File: src/pcs_ctrl_pkg.sv
/*
 Package for the SGMII/1000BASE-X TBI control block: register indices,
 field positions, reset values and link timer figures.
 Assumes a 40 MHz core clock and an Avalon-MM register slave.
*/
package pcs_ctrl_pkg;

    // ==========================================================
    // Register indices (byte address is four times the index)
    localparam logic [15:0] NEG_CTRL_IDX    = 16'hd304;
    localparam logic [15:0] TBI_CTRL_IDX    = 16'hd305;
    localparam logic [15:0] TX_WORD_HI_IDX  = 16'hd300;
    localparam logic [15:0] TX_WORD_LO_IDX  = 16'hd301;
    localparam logic [15:0] STATUS_IDX      = 16'hd3f0;

    // ==========================================================
    // Reset values
    localparam logic [15:0] NEG_CTRL_RST    = 16'h00b2;
    localparam logic [7:0]  TBI_CTRL_RST    = 8'h01;

    // ==========================================================
    // Negotiation control field positions
    localparam int NC_LT_LO     = 0;
    localparam int NC_ENABLE    = 2;
    localparam int NC_RESTART   = 3;
    localparam int NC_ABL_OVR   = 4;
    localparam int NC_CTL_OVR   = 5;
    localparam int NC_MODE_LO   = 6;
    localparam int NC_BCOMP     = 15;

    // TBI control field positions
    localparam int TC_INIT      = 0;
    localparam int TC_ENABLE    = 1;
    localparam int TC_LOOPBACK  = 2;
    localparam int TC_REPEATER  = 3;
    localparam int TC_EXTEND    = 4;
    localparam int TC_CRS_OFF   = 5;
    localparam int TC_IN_REV    = 6;
    localparam int TC_OUT_REV   = 7;

    // ==========================================================
    // Negotiation protocols
    typedef enum logic [1:0] {
        PROTO_RESERVED = 2'b00,
        PROTO_BASEX    = 2'b01,
        PROTO_SGMII_PHY = 2'b10,
        PROTO_SGMII_MAC = 2'b11
    } proto_t;

    // ==========================================================
    // Link timer figures
    localparam int CLK_HZ        = 40_000_000;
    localparam int T_SIM_US      = 10;
    localparam int T_SGMII_US    = 1600;
    localparam int T_MID_US      = 5000;
    localparam int T_TBI_US      = 10000;
    localparam int T_SIM_CYC     = T_SIM_US * (CLK_HZ / 1_000_000);
    localparam int T_SGMII_CYC   = T_SGMII_US * (CLK_HZ / 1_000_000);
    localparam int T_MID_CYC     = T_MID_US * (CLK_HZ / 1_000_000);
    localparam int T_TBI_CYC     = T_TBI_US * (CLK_HZ / 1_000_000);

    // Code group K28.5, positive disparity-neutral comma detection pattern
    localparam logic [6:0]  COMMA_PAT    = 7'h7c;
    localparam logic [9:0]  CG_T_RDN     = 10'h2e8;
    localparam logic [9:0]  CG_T_RDP     = 10'h117;
    localparam logic [9:0]  CG_R_RDN     = 10'h3a8;
    localparam logic [9:0]  CG_R_RDP     = 10'h057;

endpackage : pcs_ctrl_pkg

File: src/pcs_ctrl.sv
/*
 TBI physical coding sublayer control: ability word source, negotiation
 control with link timer, code group bit-order reversal, loopback, carrier
 sense generation and FSM enable / init gating.
 Assumes an Avalon-MM master on CLK and code groups aligned to CLK.
*/
// Notes on behaviour
// SGMII PHY ability from duplex, speed inputs
// 1000BASE-X ability from duplex, pause, fault
// Override takes word from software registers
// Restart bit restarts FSM, self clears
// Enable bit switches auto-negotiation
// Link timer select picks four delays
// Output reverse flips encoder code group
// Input reverse flips decoder code group
// Carrier sense disable forces CRS low
// Extension select extends on T R R comma
// Repeater mode: CRS only on receive
// Loopback bit enables digital TBI loopback
// Software must also enable PMA loops
// Interface enable zero freezes TBI FSMs
// Init bit holds FSMs, resets to one
// Control override selects pin or register controls
// Protocol field selects BASE-X or SGMII role
// Register writes accepted while frozen or init
`timescale 1ns/10ps
`default_nettype none

module pcs_ctrl
    import pcs_ctrl_pkg::*;
#(
    parameter int SIM_CYC   = T_SIM_CYC,
    parameter int SGMII_CYC = T_SGMII_CYC,
    parameter int MID_CYC   = T_MID_CYC,
    parameter int TBI_CYC   = T_TBI_CYC
)(
    // Clock and reset
    input  wire logic        CLK,
    input  wire logic        RESET,
    // Avalon-MM slave
    input  wire logic [17:0] AVS_ADDRESS,
    input  wire logic        AVS_READ,
    input  wire logic        AVS_WRITE,
    input  wire logic [31:0] AVS_WRITEDATA,
    input  wire logic [3:0]  AVS_BYTEENABLE,
    output logic      [31:0] AVS_READDATA,
    output logic             AVS_WAITREQUEST,
    output logic      [1:0]  AVS_RESPONSE,
    // Ability and negotiation control pins
    input  wire logic        FULL_DUPLEX_ABILITY_IN,
    input  wire logic        HALF_DUPLEX_ABILITY_IN,
    input  wire logic        SPEED_ABILITY_IN,
    input  wire logic        PAUSE_ABILITY_IN,
    input  wire logic        REMOTE_FAULT_IN,
    input  wire logic [1:0]  PROTOCOL_IN,
    input  wire logic        NEG_ENABLE_IN,
    input  wire logic        NEG_RESTART_IN,
    // Negotiation engine side
    input  wire logic        NEG_FSM_RESTARTED,
    output logic      [15:0] TX_CONFIG_WORD,
    output logic      [1:0]  NEG_PROTOCOL,
    output logic             NEG_ENABLE,
    output logic             NEG_RESTART,
    output logic             NEG_LINK_TIMER_DONE,
    output logic             NEG_BACKCOMPAT,
    // Code groups
    input  wire logic [9:0]  ENC_CODE_GROUP,
    input  wire logic [9:0]  PMA_RX_CODE_GROUP,
    output logic      [9:0]  PMA_TX_CODE_GROUP,
    output logic      [9:0]  DEC_CODE_GROUP,
    // Carrier sense
    input  wire logic        TX_ACTIVE,
    input  wire logic        RX_ACTIVE,
    output logic             GMII_CRS,
    // FSM gating
    output logic             FSM_RUN,
    output logic             FSM_INIT,
    output logic             LOOPBACK_EN
);

    // ==========================================================
    // Registers
    logic [15:0] neg_ctrl_q;
    logic [7:0]  tbi_ctrl_q;
    logic [15:0] tx_word_q;
    logic [7:0]  tx_word_hi_stage_q;
    logic [15:0] addr_idx;
    logic        ack_q, wr_en;
    logic        sel_neg, sel_tbi, sel_hi, sel_lo, sel_stat;

    assign addr_idx = AVS_ADDRESS[17:2];
    assign sel_neg  = (addr_idx == NEG_CTRL_IDX);
    assign sel_tbi  = (addr_idx == TBI_CTRL_IDX);
    assign sel_hi   = (addr_idx == TX_WORD_HI_IDX);
    assign sel_lo   = (addr_idx == TX_WORD_LO_IDX);
    assign sel_stat = (addr_idx == STATUS_IDX);

    // One wait cycle per access; answer on the second edge
    always_ff @(posedge CLK)
    begin
        ack_q <= !RESET && !ack_q && (AVS_READ || AVS_WRITE);
    end
    assign AVS_WAITREQUEST = (AVS_READ || AVS_WRITE) && !ack_q;
    assign wr_en = AVS_WRITE && ack_q; // writes land regardless of FSM gating, see

    // Negotiation control; set of restart by software wins over the clear
    always_ff @(posedge CLK)
    begin
        if (RESET)
            neg_ctrl_q <= NEG_CTRL_RST;
        else if (wr_en && sel_neg)
        begin
            if (AVS_BYTEENABLE[0])
                neg_ctrl_q[7:0] <= AVS_WRITEDATA[7:0];
            if (AVS_BYTEENABLE[1])
                neg_ctrl_q[15] <= AVS_WRITEDATA[15];
        end
        else if (NEG_FSM_RESTARTED)
            neg_ctrl_q[NC_RESTART] <= 1'b0;
    end

    // TBI control, reset with init asserted
    always_ff @(posedge CLK)
    begin
        if (RESET)
            tbi_ctrl_q <= TBI_CTRL_RST;
        else if (wr_en && sel_tbi && AVS_BYTEENABLE[0])
            tbi_ctrl_q <= AVS_WRITEDATA[7:0];
    end

    // Software ability word: high byte staged, low byte write commits both
    always_ff @(posedge CLK)
    begin
        if (RESET)
        begin
            tx_word_q          <= 16'h0000;
            tx_word_hi_stage_q <= 8'h00;
        end
        else if (wr_en && sel_hi && AVS_BYTEENABLE[0])
            tx_word_hi_stage_q <= AVS_WRITEDATA[7:0];
        else if (wr_en && sel_lo && AVS_BYTEENABLE[0])
            tx_word_q <= {tx_word_hi_stage_q, AVS_WRITEDATA[7:0]};
    end

    // Read data, registered; unmapped reads zero with a slave error
    always_ff @(posedge CLK)
    begin
        if (RESET)
        begin
            AVS_READDATA <= 32'h0000_0000;
            AVS_RESPONSE <= 2'b00;
        end
        else if ((AVS_READ || AVS_WRITE) && !ack_q)
        begin
            AVS_RESPONSE <= (sel_neg || sel_tbi || sel_hi || sel_lo || sel_stat) ? 2'b00 : 2'b10;
            if (sel_neg)
                AVS_READDATA <= {16'h0000, neg_ctrl_q[15], 7'h00, neg_ctrl_q[7:0]};
            else if (sel_tbi)
                AVS_READDATA <= {24'h000000, tbi_ctrl_q};
            else if (sel_hi)
                AVS_READDATA <= {24'h000000, tx_word_hi_stage_q};
            else if (sel_lo)
                AVS_READDATA <= {24'h000000, tx_word_q[7:0]};
            else if (sel_stat)
                AVS_READDATA <= {28'h0000000, NEG_RESTART, NEG_ENABLE, NEG_PROTOCOL};
            else
                AVS_READDATA <= 32'h0000_0000;
        end
    end

    // ==========================================================
    // Negotiation controls from pins or register
    logic       ctl_ovr;
    assign ctl_ovr   = neg_ctrl_q[NC_CTL_OVR]; // Register or synchronised pin controls, see
    assign NEG_BACKCOMPAT = neg_ctrl_q[NC_BCOMP];

    // Pins are asynchronous to CLK: two-flop synchronisers
    logic [4:0] ab_s1_q, ab_s2_q;
    logic [3:0] nc_s1_q, nc_s2_q;
    always_ff @(posedge CLK)
    begin
        ab_s1_q <= {FULL_DUPLEX_ABILITY_IN, HALF_DUPLEX_ABILITY_IN, SPEED_ABILITY_IN,
                    PAUSE_ABILITY_IN, REMOTE_FAULT_IN};
        ab_s2_q <= ab_s1_q;
        nc_s1_q <= {PROTOCOL_IN, NEG_ENABLE_IN, NEG_RESTART_IN};
        nc_s2_q <= nc_s1_q;
    end

    // Registered negotiation outputs
    always_ff @(posedge CLK)
    begin
        if (RESET)
        begin
            NEG_PROTOCOL <= PROTO_RESERVED;
            NEG_ENABLE   <= 1'b0;
            NEG_RESTART  <= 1'b0;
        end
        else
        begin
            NEG_PROTOCOL <= ctl_ovr ? neg_ctrl_q[NC_MODE_LO +: 2] : nc_s2_q[3:2];
            NEG_ENABLE   <= ctl_ovr ? neg_ctrl_q[NC_ENABLE] : nc_s2_q[1];
            NEG_RESTART  <= ctl_ovr ? neg_ctrl_q[NC_RESTART] : nc_s2_q[0];
        end
    end

    // Ability word: duplex/speed for SGMII PHY, FD/HD/PS/RF for BASE-X
    logic [15:0] hw_word;
    always_comb
    begin
        hw_word = 16'h0000;
        if (NEG_PROTOCOL == PROTO_SGMII_PHY)
        begin
            hw_word[0]     = 1'b1;
            hw_word[12:11] = {ab_s2_q[4] && !ab_s2_q[3], ab_s2_q[2]};
        end
        else if (NEG_PROTOCOL == PROTO_BASEX)
        begin
            hw_word[6:5]   = {ab_s2_q[3], ab_s2_q[4]};
            hw_word[8:7]   = {2{ab_s2_q[1]}};
            hw_word[13:12] = {2{ab_s2_q[0]}};
        end
    end
    always_ff @(posedge CLK)
    begin
        if (RESET)
            TX_CONFIG_WORD <= 16'h0000;
        else
            TX_CONFIG_WORD <= neg_ctrl_q[NC_ABL_OVR] ? tx_word_q : hw_word;
    end

    // ==========================================================
    // Link timer; restarts with each negotiation restart
    logic [19:0] lt_cnt_q;
    logic [19:0] lt_limit;
    always_comb
    begin
        case (neg_ctrl_q[NC_LT_LO +: 2])
            2'b00:   lt_limit = 20'(SIM_CYC - 1);
            2'b01:   lt_limit = 20'(SGMII_CYC - 1);
            2'b10:   lt_limit = 20'(MID_CYC - 1);
            default: lt_limit = 20'(TBI_CYC - 1);
        endcase
    end
    always_ff @(posedge CLK)
    begin
        if (RESET || NEG_RESTART || !NEG_ENABLE || !FSM_RUN)
        begin
            lt_cnt_q            <= 20'h00000;
            NEG_LINK_TIMER_DONE <= 1'b0;
        end
        else
        begin
            lt_cnt_q            <= (lt_cnt_q >= lt_limit) ? 20'h00000 : lt_cnt_q + 20'h00001;
            NEG_LINK_TIMER_DONE <= (lt_cnt_q >= lt_limit); // One-cycle pulse per period
        end
    end

    // ==========================================================
    // Code group paths; reverse via one generate loop
    logic [9:0] enc_rev, rx_rev, rx_src;
    generate
        for (genvar i = 0; i < 10; i++)
        begin : g_rev
            assign enc_rev[i] = ENC_CODE_GROUP[9 - i];
            assign rx_rev[i]  = rx_src[9 - i];
        end
    endgenerate

    // Loopback feeds the transmit group back to the decoder
    assign rx_src = tbi_ctrl_q[TC_LOOPBACK] ? PMA_TX_CODE_GROUP : PMA_RX_CODE_GROUP;
    assign LOOPBACK_EN = tbi_ctrl_q[TC_LOOPBACK]; // PMA loops must be set by software, see

    always_ff @(posedge CLK)
    begin
        if (RESET)
        begin
            PMA_TX_CODE_GROUP <= 10'h000;
            DEC_CODE_GROUP    <= 10'h000;
        end
        else
        begin
            PMA_TX_CODE_GROUP <= tbi_ctrl_q[TC_OUT_REV] ? enc_rev : ENC_CODE_GROUP;
            DEC_CODE_GROUP    <= tbi_ctrl_q[TC_IN_REV] ? rx_rev : rx_src;
        end
    end

    // FSM gating: init dominates, disable freezes
    assign FSM_INIT = tbi_ctrl_q[TC_INIT];
    assign FSM_RUN  = tbi_ctrl_q[TC_ENABLE] && !tbi_ctrl_q[TC_INIT];

    // ==========================================================
    // Carrier extension tracker: /T/ /R/ /R/ then comma
    logic [1:0] ext_st_q;
    logic       ext_q;
    logic       is_t, is_r, is_comma;
    assign is_t     = (DEC_CODE_GROUP == CG_T_RDN) || (DEC_CODE_GROUP == CG_T_RDP);
    assign is_r     = (DEC_CODE_GROUP == CG_R_RDN) || (DEC_CODE_GROUP == CG_R_RDP);
    assign is_comma = (DEC_CODE_GROUP[9:3] == COMMA_PAT) || (DEC_CODE_GROUP[9:3] == ~COMMA_PAT);
    always_ff @(posedge CLK)
    begin
        if (RESET || FSM_INIT)
        begin
            ext_st_q <= 2'd0;
            ext_q    <= 1'b0;
        end
        else if (FSM_RUN)
        begin
            ext_q <= 1'b0;
            if (is_t)
                ext_st_q <= 2'd1;
            else if (is_r && ext_st_q != 2'd0 && ext_st_q != 2'd3)
                ext_st_q <= ext_st_q + 2'd1;
            else if (is_comma && ext_st_q == 2'd3)
            begin
                ext_st_q <= 2'd0;
                ext_q    <= tbi_ctrl_q[TC_EXTEND];
            end
            else
                ext_st_q <= 2'd0;
        end
    end

    // Carrier sense; repeater ignores transmit activity
    always_ff @(posedge CLK)
    begin
        if (RESET || tbi_ctrl_q[TC_CRS_OFF])
            GMII_CRS <= 1'b0;
        else if (tbi_ctrl_q[TC_REPEATER])
            GMII_CRS <= RX_ACTIVE || ext_q;
        else
            GMII_CRS <= RX_ACTIVE || TX_ACTIVE || ext_q;
    end

endmodule : pcs_ctrl

`default_nettype wire

File: config.mk
export PLATFORM = sky130hd
export DESIGN_NAME = pcs_ctrl
export DESIGN_NICKNAME = d
export VERILOG_FILES = /design/src/pcs_ctrl_pkg.sv /design/src/pcs_ctrl.sv
export SDC_FILE = /design/constraint.sdc
export NUM_CORES = 1
export LEC_CHECK = 0
export BUFFER_PORTS_ARGS = -buffer_cell sky130_fd_sc_hd__buf_4
export CORE_MARGIN = 3
export CORE_UTILIZATION = 52
export CTS_CLUSTER_SIZE = 12
export DETAILED_ROUTE_END_ITERATION = 10
export PLACE_DENSITY = 0.82
export SLEW_MARGIN = 15
export SYNTH_ARGS = -nofsm -noshare
export SYNTH_HDL_FRONTEND = slang
export SYNTH_SLANG_ARGS = --single-unit
File: constraint.sdc
create_clock -name CLK -period 2.8 [get_ports CLK]
set_input_delay 0.56 -clock CLK [delete_from_list [all_inputs] [get_ports CLK]]
set_output_delay 0.56 -clock CLK [all_outputs]
set_load 0.02 [all_outputs]
==> metrics.md, run 1 <==
| Metric | Value |
|---|---|
| Worst r2r path cells | `6` |
| Post-CTS Setup Inserts | `0` |
| Crit path launch type | `register` |
| DRC | `0` |
| Skew final | `0.00434 ns` |
| CP Max Fanout | `21` |
| Vias in the first global route | `5056` |
| H-tree levels | `4` |
| Largest family of logic cells by synthesized area | `simple AND/OR/NAND/NOR gates` |
| # diodes | `0` |
| Outcome | `finished clean` |
| Worst-margin pin slew | `0.782 ns` |
| Fin crit share | `0.901` |
| Critical path class | `reg2reg` |
| Routed len/inst | `17.1 microns` |
| Crit-path slowest cell | `o211a_1` |
| Die W | `115 microns` |
| Area share of the largest cell type after synthesis | `0.437` |
| EDFF count, synth | `0` |
| CTS Sinks | `135` |
| Clock root buffer master | `clkbuf_16` |
| CTS clock-pin slew for the worst setup and hold paths | `0.06 ns` |
| Slew margin rel. | `0.478` |
| CP arrival | `2.82 ns` |
| CTS tree | `built` |
| Max clock buf depth | `2` |
| Max-cap violations | `0` |
| Met1 Usage GRT | `0.288` |
| Pin count of the biggest net entering global routing | `69` |
| Leak Pwr | `3.15 nW` |
| # setup viols final | `0` |
| TritonCTS Buffers | `17` |
| Critical Path Sink Type | `register` |
| Hold Slack | `0.237 ns` |
| Overflow after GRT | `0` |
| Die area | `13200 sq um` |
| Max-slew violations | `0` |
| Worst Hold Endpoint | `ab_s1_q[1]$_DFF_P_` |
| Adder-Cell Fraction of Synth Area | `0.0344` |
| Die Y | `115 microns` |
| Met2 global-route usage | `0.391` |
| PD cells | `580 nW/um^2` |
| FP Rows | `39` |
| Synth Area in Compound Gates | `0.102` |
| Cts hold-fix bufs | `0` |
| Initial antenna violation count | `0` |
| Flop pwr share | `0.443` |
| Starting Density | `0.537` |
| Fraction of layout cells with a size suffix above 1 | `0.241` |
| Nets | `852` |
| RR Endpoint | `lt_cnt_q[17]$_SDFF_PP0_` |
| Critical path's largest stage delay | `0.49 ns` |
| GRT Max-Usage Layer | `met2` |
| Sw Share | `0.250` |
| Synthesized instance count | `631` |
| Final Instance Area | `7700 sq um` |
| Core area | `11500 sq um` |
| Hold/Removal Path Class | `in2reg` |
| Worst hold stages | `1` |
| I/O pins | `171` |
| Gpl congestion | `0.869` |
| Worst path cell trace | `nor2_1 -> ha_1 -> a211oi_1 -> o2111ai_1 -> o211a_1 -> a2111oi_1` |
| Simple-gate portion of the synthesized area | `0.224` |
| Post_cts resized | `0` |
| Vias/cell | `5.76` |
| Post-route ant nets | `0` |
| R2R Setup Slk | `0.28 ns` |
| Syn_area_per_cell | `9.80 sq um` |
| HPWL Detailed | `11300 microns` |
| Worst R2R Start | `neg_ctrl_q[0]$_SDFFE_PP0P_` |
| Mux contribution to synthesized area | `0.118` |
| Cells taking the most area after synthesis | `dfxtp_1 44%, mux2i_1 7.4%, nand2b_1 4.6%, mux4_2 4.4%, ha_1 3.4%` |
| Top_reg_cell synth | `dfxtp_1` |
| Vias | `5190` |
| P_sw | `0.00112 W` |
| Critical Path RT | `3.10 ns` |
| Logic pwr share | `0.067` |
| Netlist cell types | `62` |
| Global-route met3 utilization | `0.0663` |
| Post-Synth XOR/XNOR Area | `0.0212` |
| DP Area | `7110 sq um` |
| YS warnings | `0` |
| GRT Overall Usage | `0.235` |
| Register area share after synthesis | `0.437` |
| Internal Dissipation | `0.00335 W` |
| Tmin final | `2.52 ns` |
| Max Clock Freq | `396 MHz` |
| Final Hold Fails | `0` |
| First-pass GRT wire length | `24600 microns` |
| Port Buf Inserts | `119` |
| Initial DRT Pass Iterations | `5` |
| Yosys reg bits | `135` |
| Netlist Area Pre-Place | `6180 sq um` |
| Worst vdd ir | `0.578 mV` |
| Clock power share | `0.490` |
| Worst-Skew Late Latency | `0.42 ns` |
| Unrepaired setup endpoints after global routing | `no` |
| DRT Wirelength | `15400 microns` |
| P&R area growth vs syn | `24.5%` |
| Area leader, netlist | `dfxtp_1` |
| Worst Hold Launch | `PAUSE_ABILITY_IN` |
| DR iter-0 viols | `415` |
| Asr flop ratio synth | `0` |
| Setup TNS | `0 ns` |
## area by class of cell
class / count / area, sq um
timing repair buffer: 130 / 976
multi-input combinational: 441 / 3180
fill: 869 / 3820
sequential: 135 / 2700
inverter: 20 / 75.1
clock inverter: 15 / 161
tap: 143 / 179
clock buffer: 17 / 425
## critical path: cells and delay by family, from the launching register on
family | cells | cell delay (ns)
flops | 1 | 0.48
simple gates | 1 | 0.15
fa+ha+maj | 1 | 0.31
compound gates | 4 | 1.45
## cells in the final DEF, fill, tap and decap left out, types with 3 or more instances in the layout
cell type	n
mux2i_1	46
or4_1	5
a211o_1	4
mux4_2	12
clkbuf_16	17
nand3_1	21
nor4_1	22
nor2b_1	17
nand4_1	5
a311o_1	4
and4_1	3
inv_6	8
buf_4	130
and4b_1	4
a32oi_1	8
and2_1	10
inv_1	20
o31ai_1	3
nand3b_1	6
o22ai_1	5
ha_1	17
or3_1	5
clkinv_4	3
a21oi_1	22
nand2_1	29
a211oi_1	4
a41oi_1	4
nand2b_1	45
a2111oi_1	3
nor2_1	35
o21ai_0	17
dfxtp_1	135
conb_1	24
and3_1	7
nor3_1	7
xnor2_1	13
## worst max-delay path by stage
stage,cells past startpoint,to,startpoint
after global placement,5,neg_ctrl_q[1]$_SDFFE_PP1P_,AVS_ADDRESS[6]
after global routing,6,lt_cnt_q[17]$_SDFF_PP0_,neg_ctrl_q[0]$_SDFFE_PP0P_
after floorplan,7,lt_cnt_q[18]$_SDFF_PP0_,neg_ctrl_q[1]$_SDFFE_PP1P_
after detailed placement,6,lt_cnt_q[17]$_SDFF_PP0_,neg_ctrl_q[1]$_SDFFE_PP1P_
final,6,lt_cnt_q[17]$_SDFF_PP0_,neg_ctrl_q[0]$_SDFFE_PP0P_
after CTS,6,lt_cnt_q[17]$_SDFF_PP0_,neg_ctrl_q[1]$_SDFFE_PP1P_
## synth_stat cells (13+ instances only)
master,instances
dfxtp_1,135
mux2i_1,46
nand2b_1,45
nor2_1,35
nand2_1,29
clkbuf_1,28
buf_4,24
a21oi_1,22
nor4_1,22
nand3_1,21
inv_1,20
ha_1,17
nor2b_1,17
o21ai_0,17
xnor2_1,13
## registers in the layout (all words and copies together), names as in the netlist, 2 cells and up
register / flops
lt_cnt_q: 20
TX_CONFIG_WORD: 16
tx_word_q: 16
DEC_CODE_GROUP: 10
PMA_TX_CODE_GROUP: 10
AVS_READDATA: 9
neg_ctrl_q: 9
tbi_ctrl_q: 8
tx_word_hi_stage_q: 8
ab_s1_q: 5
ab_s2_q: 5
nc_s1_q: 4
nc_s2_q: 4
NEG_PROTOCOL: 2
ext_st_q: 2
## cells by family after synthesis
logic type                 Yosys count
DFF                                135
buffers and inverters               78
xor gates and xnor gates            15
muxes                               58
other                                1
and+or+nand+nor                    237
adders and majority gates           17
AOI/OAI and AO/OA                   90
## power by group through the flow
stage                     clock, W  combinational (W)  sequential (W)
after detailed placement         0           0.000295         0.00202
after CTS                  0.00221           0.000296         0.00198
after floorplan                  0           0.000158         0.00204
after global placement           0           0.000289         0.00202
after global routing       0.00231           0.000320         0.00198
final                      0.00219           0.000298         0.00198
## routing by layer
metal | wire [microns] | share of wire
met5 | 0 | 0
met4 | 406 | 0.026
met3 | 1170 | 0.076
met2 | 7640 | 0.50
met1 | 6210 | 0.40
## per-stage QoR
step	instances	util	setup WS [ns]	power (W)
final	901	0.669	0.277	0.00447
after global routing	901	0.669	0.0134	0.00462
after CTS	901	0.669	0.259	0.00449
after detailed placement	869	0.618	0.276	0.00232
after global placement	869	0.618	0.415	0.00231
after floorplan	654	-	0.763	0.00220
Note: power is estimated with default switching activity, not from simulation.
==> inputs of run 2 (changes only) <==
- GPL_TIMING_DRIVEN: unset -> 0
==> run 2 against run 1 <==
Combinational power rose by 15%. Routed wire length rose by 13%. Fmax up 0.96%. Sequential share of layout area down 0.95 points. Critical path type unchanged. Highest routed layer unchanged. Global-route usage rose by 2.6 points. Clock skew about the same. Count of clock-buffer cells in the layout up 2. Non-clock buffer count rose by 47. Hold slack better by 0.010 ns. Flip-flop and latch count stayed put.
==> metrics.md, run 2 (same netlist as run 1, synthesis figures left out) <==
| Metric | Value |
|---|---|
| Final Hold Fails | `0` |
| CP arrival | `2.80 ns` |
| Slew margin rel. | `0.254` |
| P&R area growth vs syn | `28.0%` |
| Worst-Skew Late Latency | `0.41 ns` |
| CP Max Fanout | `10` |
| Fin util | `0.687` |
| Pin count of the biggest net entering global routing | `17` |
| # diodes | `0` |
| Vias/cell | `5.78` |
| DP Area | `7340 sq um` |
| Die W | `115 microns` |
| TritonCTS Buffers | `17` |
| Overflow after GRT | `0` |
| Cells after DPL | `916` |
| Nets | `899` |
| Initial DRT Pass Iterations | `5` |
| Max-slew violations | `0` |
| Most frequent cells in the layout | `143 x buf_4, 135 x dfxtp_1, 46 x mux2i_1, 45 x nand2b_1, 35 x nor2_1` |
| CTS clock-pin slew for the worst setup and hold paths | `0.06 ns` |
| Initial antenna violation count | `0` |
| Skew final | `0.00482 ns` |
| Vias | `5465` |
| Core area | `11500 sq um` |
| Post_cts resized | `0` |
| Routed len/inst | `18.4 microns` |
| Tmin final | `2.50 ns` |
| Worst-margin pin slew | `1.11 ns` |
| Final Non-Filler Cells | `946` |
| Final Instance Area | `7920 sq um` |
| FP Rows | `39` |
| HPWL Detailed | `12900 microns` |
| Post-CTS Setup Inserts | `0` |
| I/O pins | `171` |
| Post-route ant nets | `0` |
| Critical path's largest stage delay | `0.40 ns` |
| Max Clock Freq | `400 MHz` |
| H-tree levels | `4` |
| PD cells | `566 nW/um^2` |
| First-pass GRT wire length | `26900 microns` |
| Starting Density | `0.537` |
| Commonest non-fill, non-tap cell in the layout | `buf_4` |
| Fraction of layout cells with a size suffix above 1 | `0.247` |
| CP top delay family | `compound AO/OA/AOI/OAI gates` |
| CTS tree | `built` |
| Critical path class | `reg2reg` |
| CTS Sinks | `135` |
| # setup viols final | `0` |
| CP bufs+invs | `1` |
| DR iter-0 viols | `454` |
| Top reg by flops | `lt_cnt_q` |
| Crit path launch type | `register` |
| Die Y | `115 microns` |
| Vias in the first global route | `5359` |
| Fin crit share | `0.893` |
| Outcome | `finished clean` |
| Clock root buffer master | `clkbuf_16` |
| Gpl congestion | `0.964` |
| Port Buf Inserts | `119` |
| DRT Wirelength | `17400 microns` |
| Critical Path RT | `3.10 ns` |
| GRT Overall Usage | `0.261` |
| R2R Setup Slk | `0.30 ns` |
| Crit-path slowest cell | `dfxtp_1` |
| Max FFs per register | `20` |
| Leak Pwr | `3.28 nW` |
| Cts hold-fix bufs | `0` |
| Hold/Removal Path Class | `in2reg` |
| Max-cap violations | `0` |
| Worst path cell trace | `nor2_1 -> ha_1 -> a211oi_1 -> o2111ai_1 -> o211a_1 -> clkbuf_1 -> a2111oi_0` |
| Die area | `13200 sq um` |
| Unrepaired setup endpoints after global routing | `no` |
| Fillers | `892` |
| Critical Path Sink Type | `register` |
| Worst vdd ir | `0.560 mV` |
| Top Registers | `lt_cnt_q: 20 flops, TX_CONFIG_WORD: 16 flops, tx_word_q: 16 flops` |
| DRC | `0` |
| Setup TNS | `0 ns` |
| Max clock buf depth | `2` |
-- run 2: cell count changes in the layout (fill, tap and decap cells not counted), sizes merged --
cell	previous run	this run
clkbuf	17	47
buf	130	149
inv	29	20
clkinv	4	7
bufinv	1	2
clkinvlp	1	2
-- run 2: where the power goes --
part,switching (W),internal (W),total [W],leakage [nW]
clock network,0.000833,0.00133,0.00216,0.275
registers,0.0000224,0.00196,0.00198,1.10
logic,0.000183,0.000159,0.000342,1.90
-- run 2: cell type report --
class / count / area, sq um / area share
clock inverters: 11 / 129 / 0.0163
clock buffers: 19 / 443 / 0.0560
inverters: 20 / 75.1 / 0.00948
flip-flops and latches: 135 / 2700 / 0.341
well taps: 143 / 179 / 0.0226
repair buffers: 119 / 893 / 0.113
plain buffers: 58 / 314 / 0.0397
multi-input cells: 441 / 3180 / 0.402
-- run 2: metrics by stage --
| stage | hold WS [ns] | setup slack [ns] | power (W) |
|---|---|---|---|
| final | 0.247 | 0.301 | 0.00448 |
| after global routing | 0.227 | 0.0157 | 0.00460 |
| after CTS | 0.235 | 0.256 | 0.00449 |
| after detailed placement | 0.314 | 0.240 | 0.00236 |
| after global placement | 0.310 | 0.258 | 0.00235 |
| after floorplan | 0.310 | 0.763 | 0.00220 |
-- run 2: metal layers --
metal,global-route usage,share of wire
met5,0,0
met4,0.0829,0.029
met3,0.0763,0.084
met2,0.439,0.48
met1,0.323,0.41
-- run 2: final timing paths --
check	startpoint	to	cells after the start
setup reg to reg	neg_ctrl_q[0]$_SDFFE_PP0P_	lt_cnt_q[17]$_SDFF_PP0_	7
hold reg to reg	ab_s1_q[1]$_DFF_P_	ab_s2_q[1]$_DFF_P_	0
setup / recovery	neg_ctrl_q[0]$_SDFFE_PP0P_	lt_cnt_q[17]$_SDFF_PP0_	7
hold / removal	REMOTE_FAULT_IN	ab_s1_q[0]$_DFF_P_	1
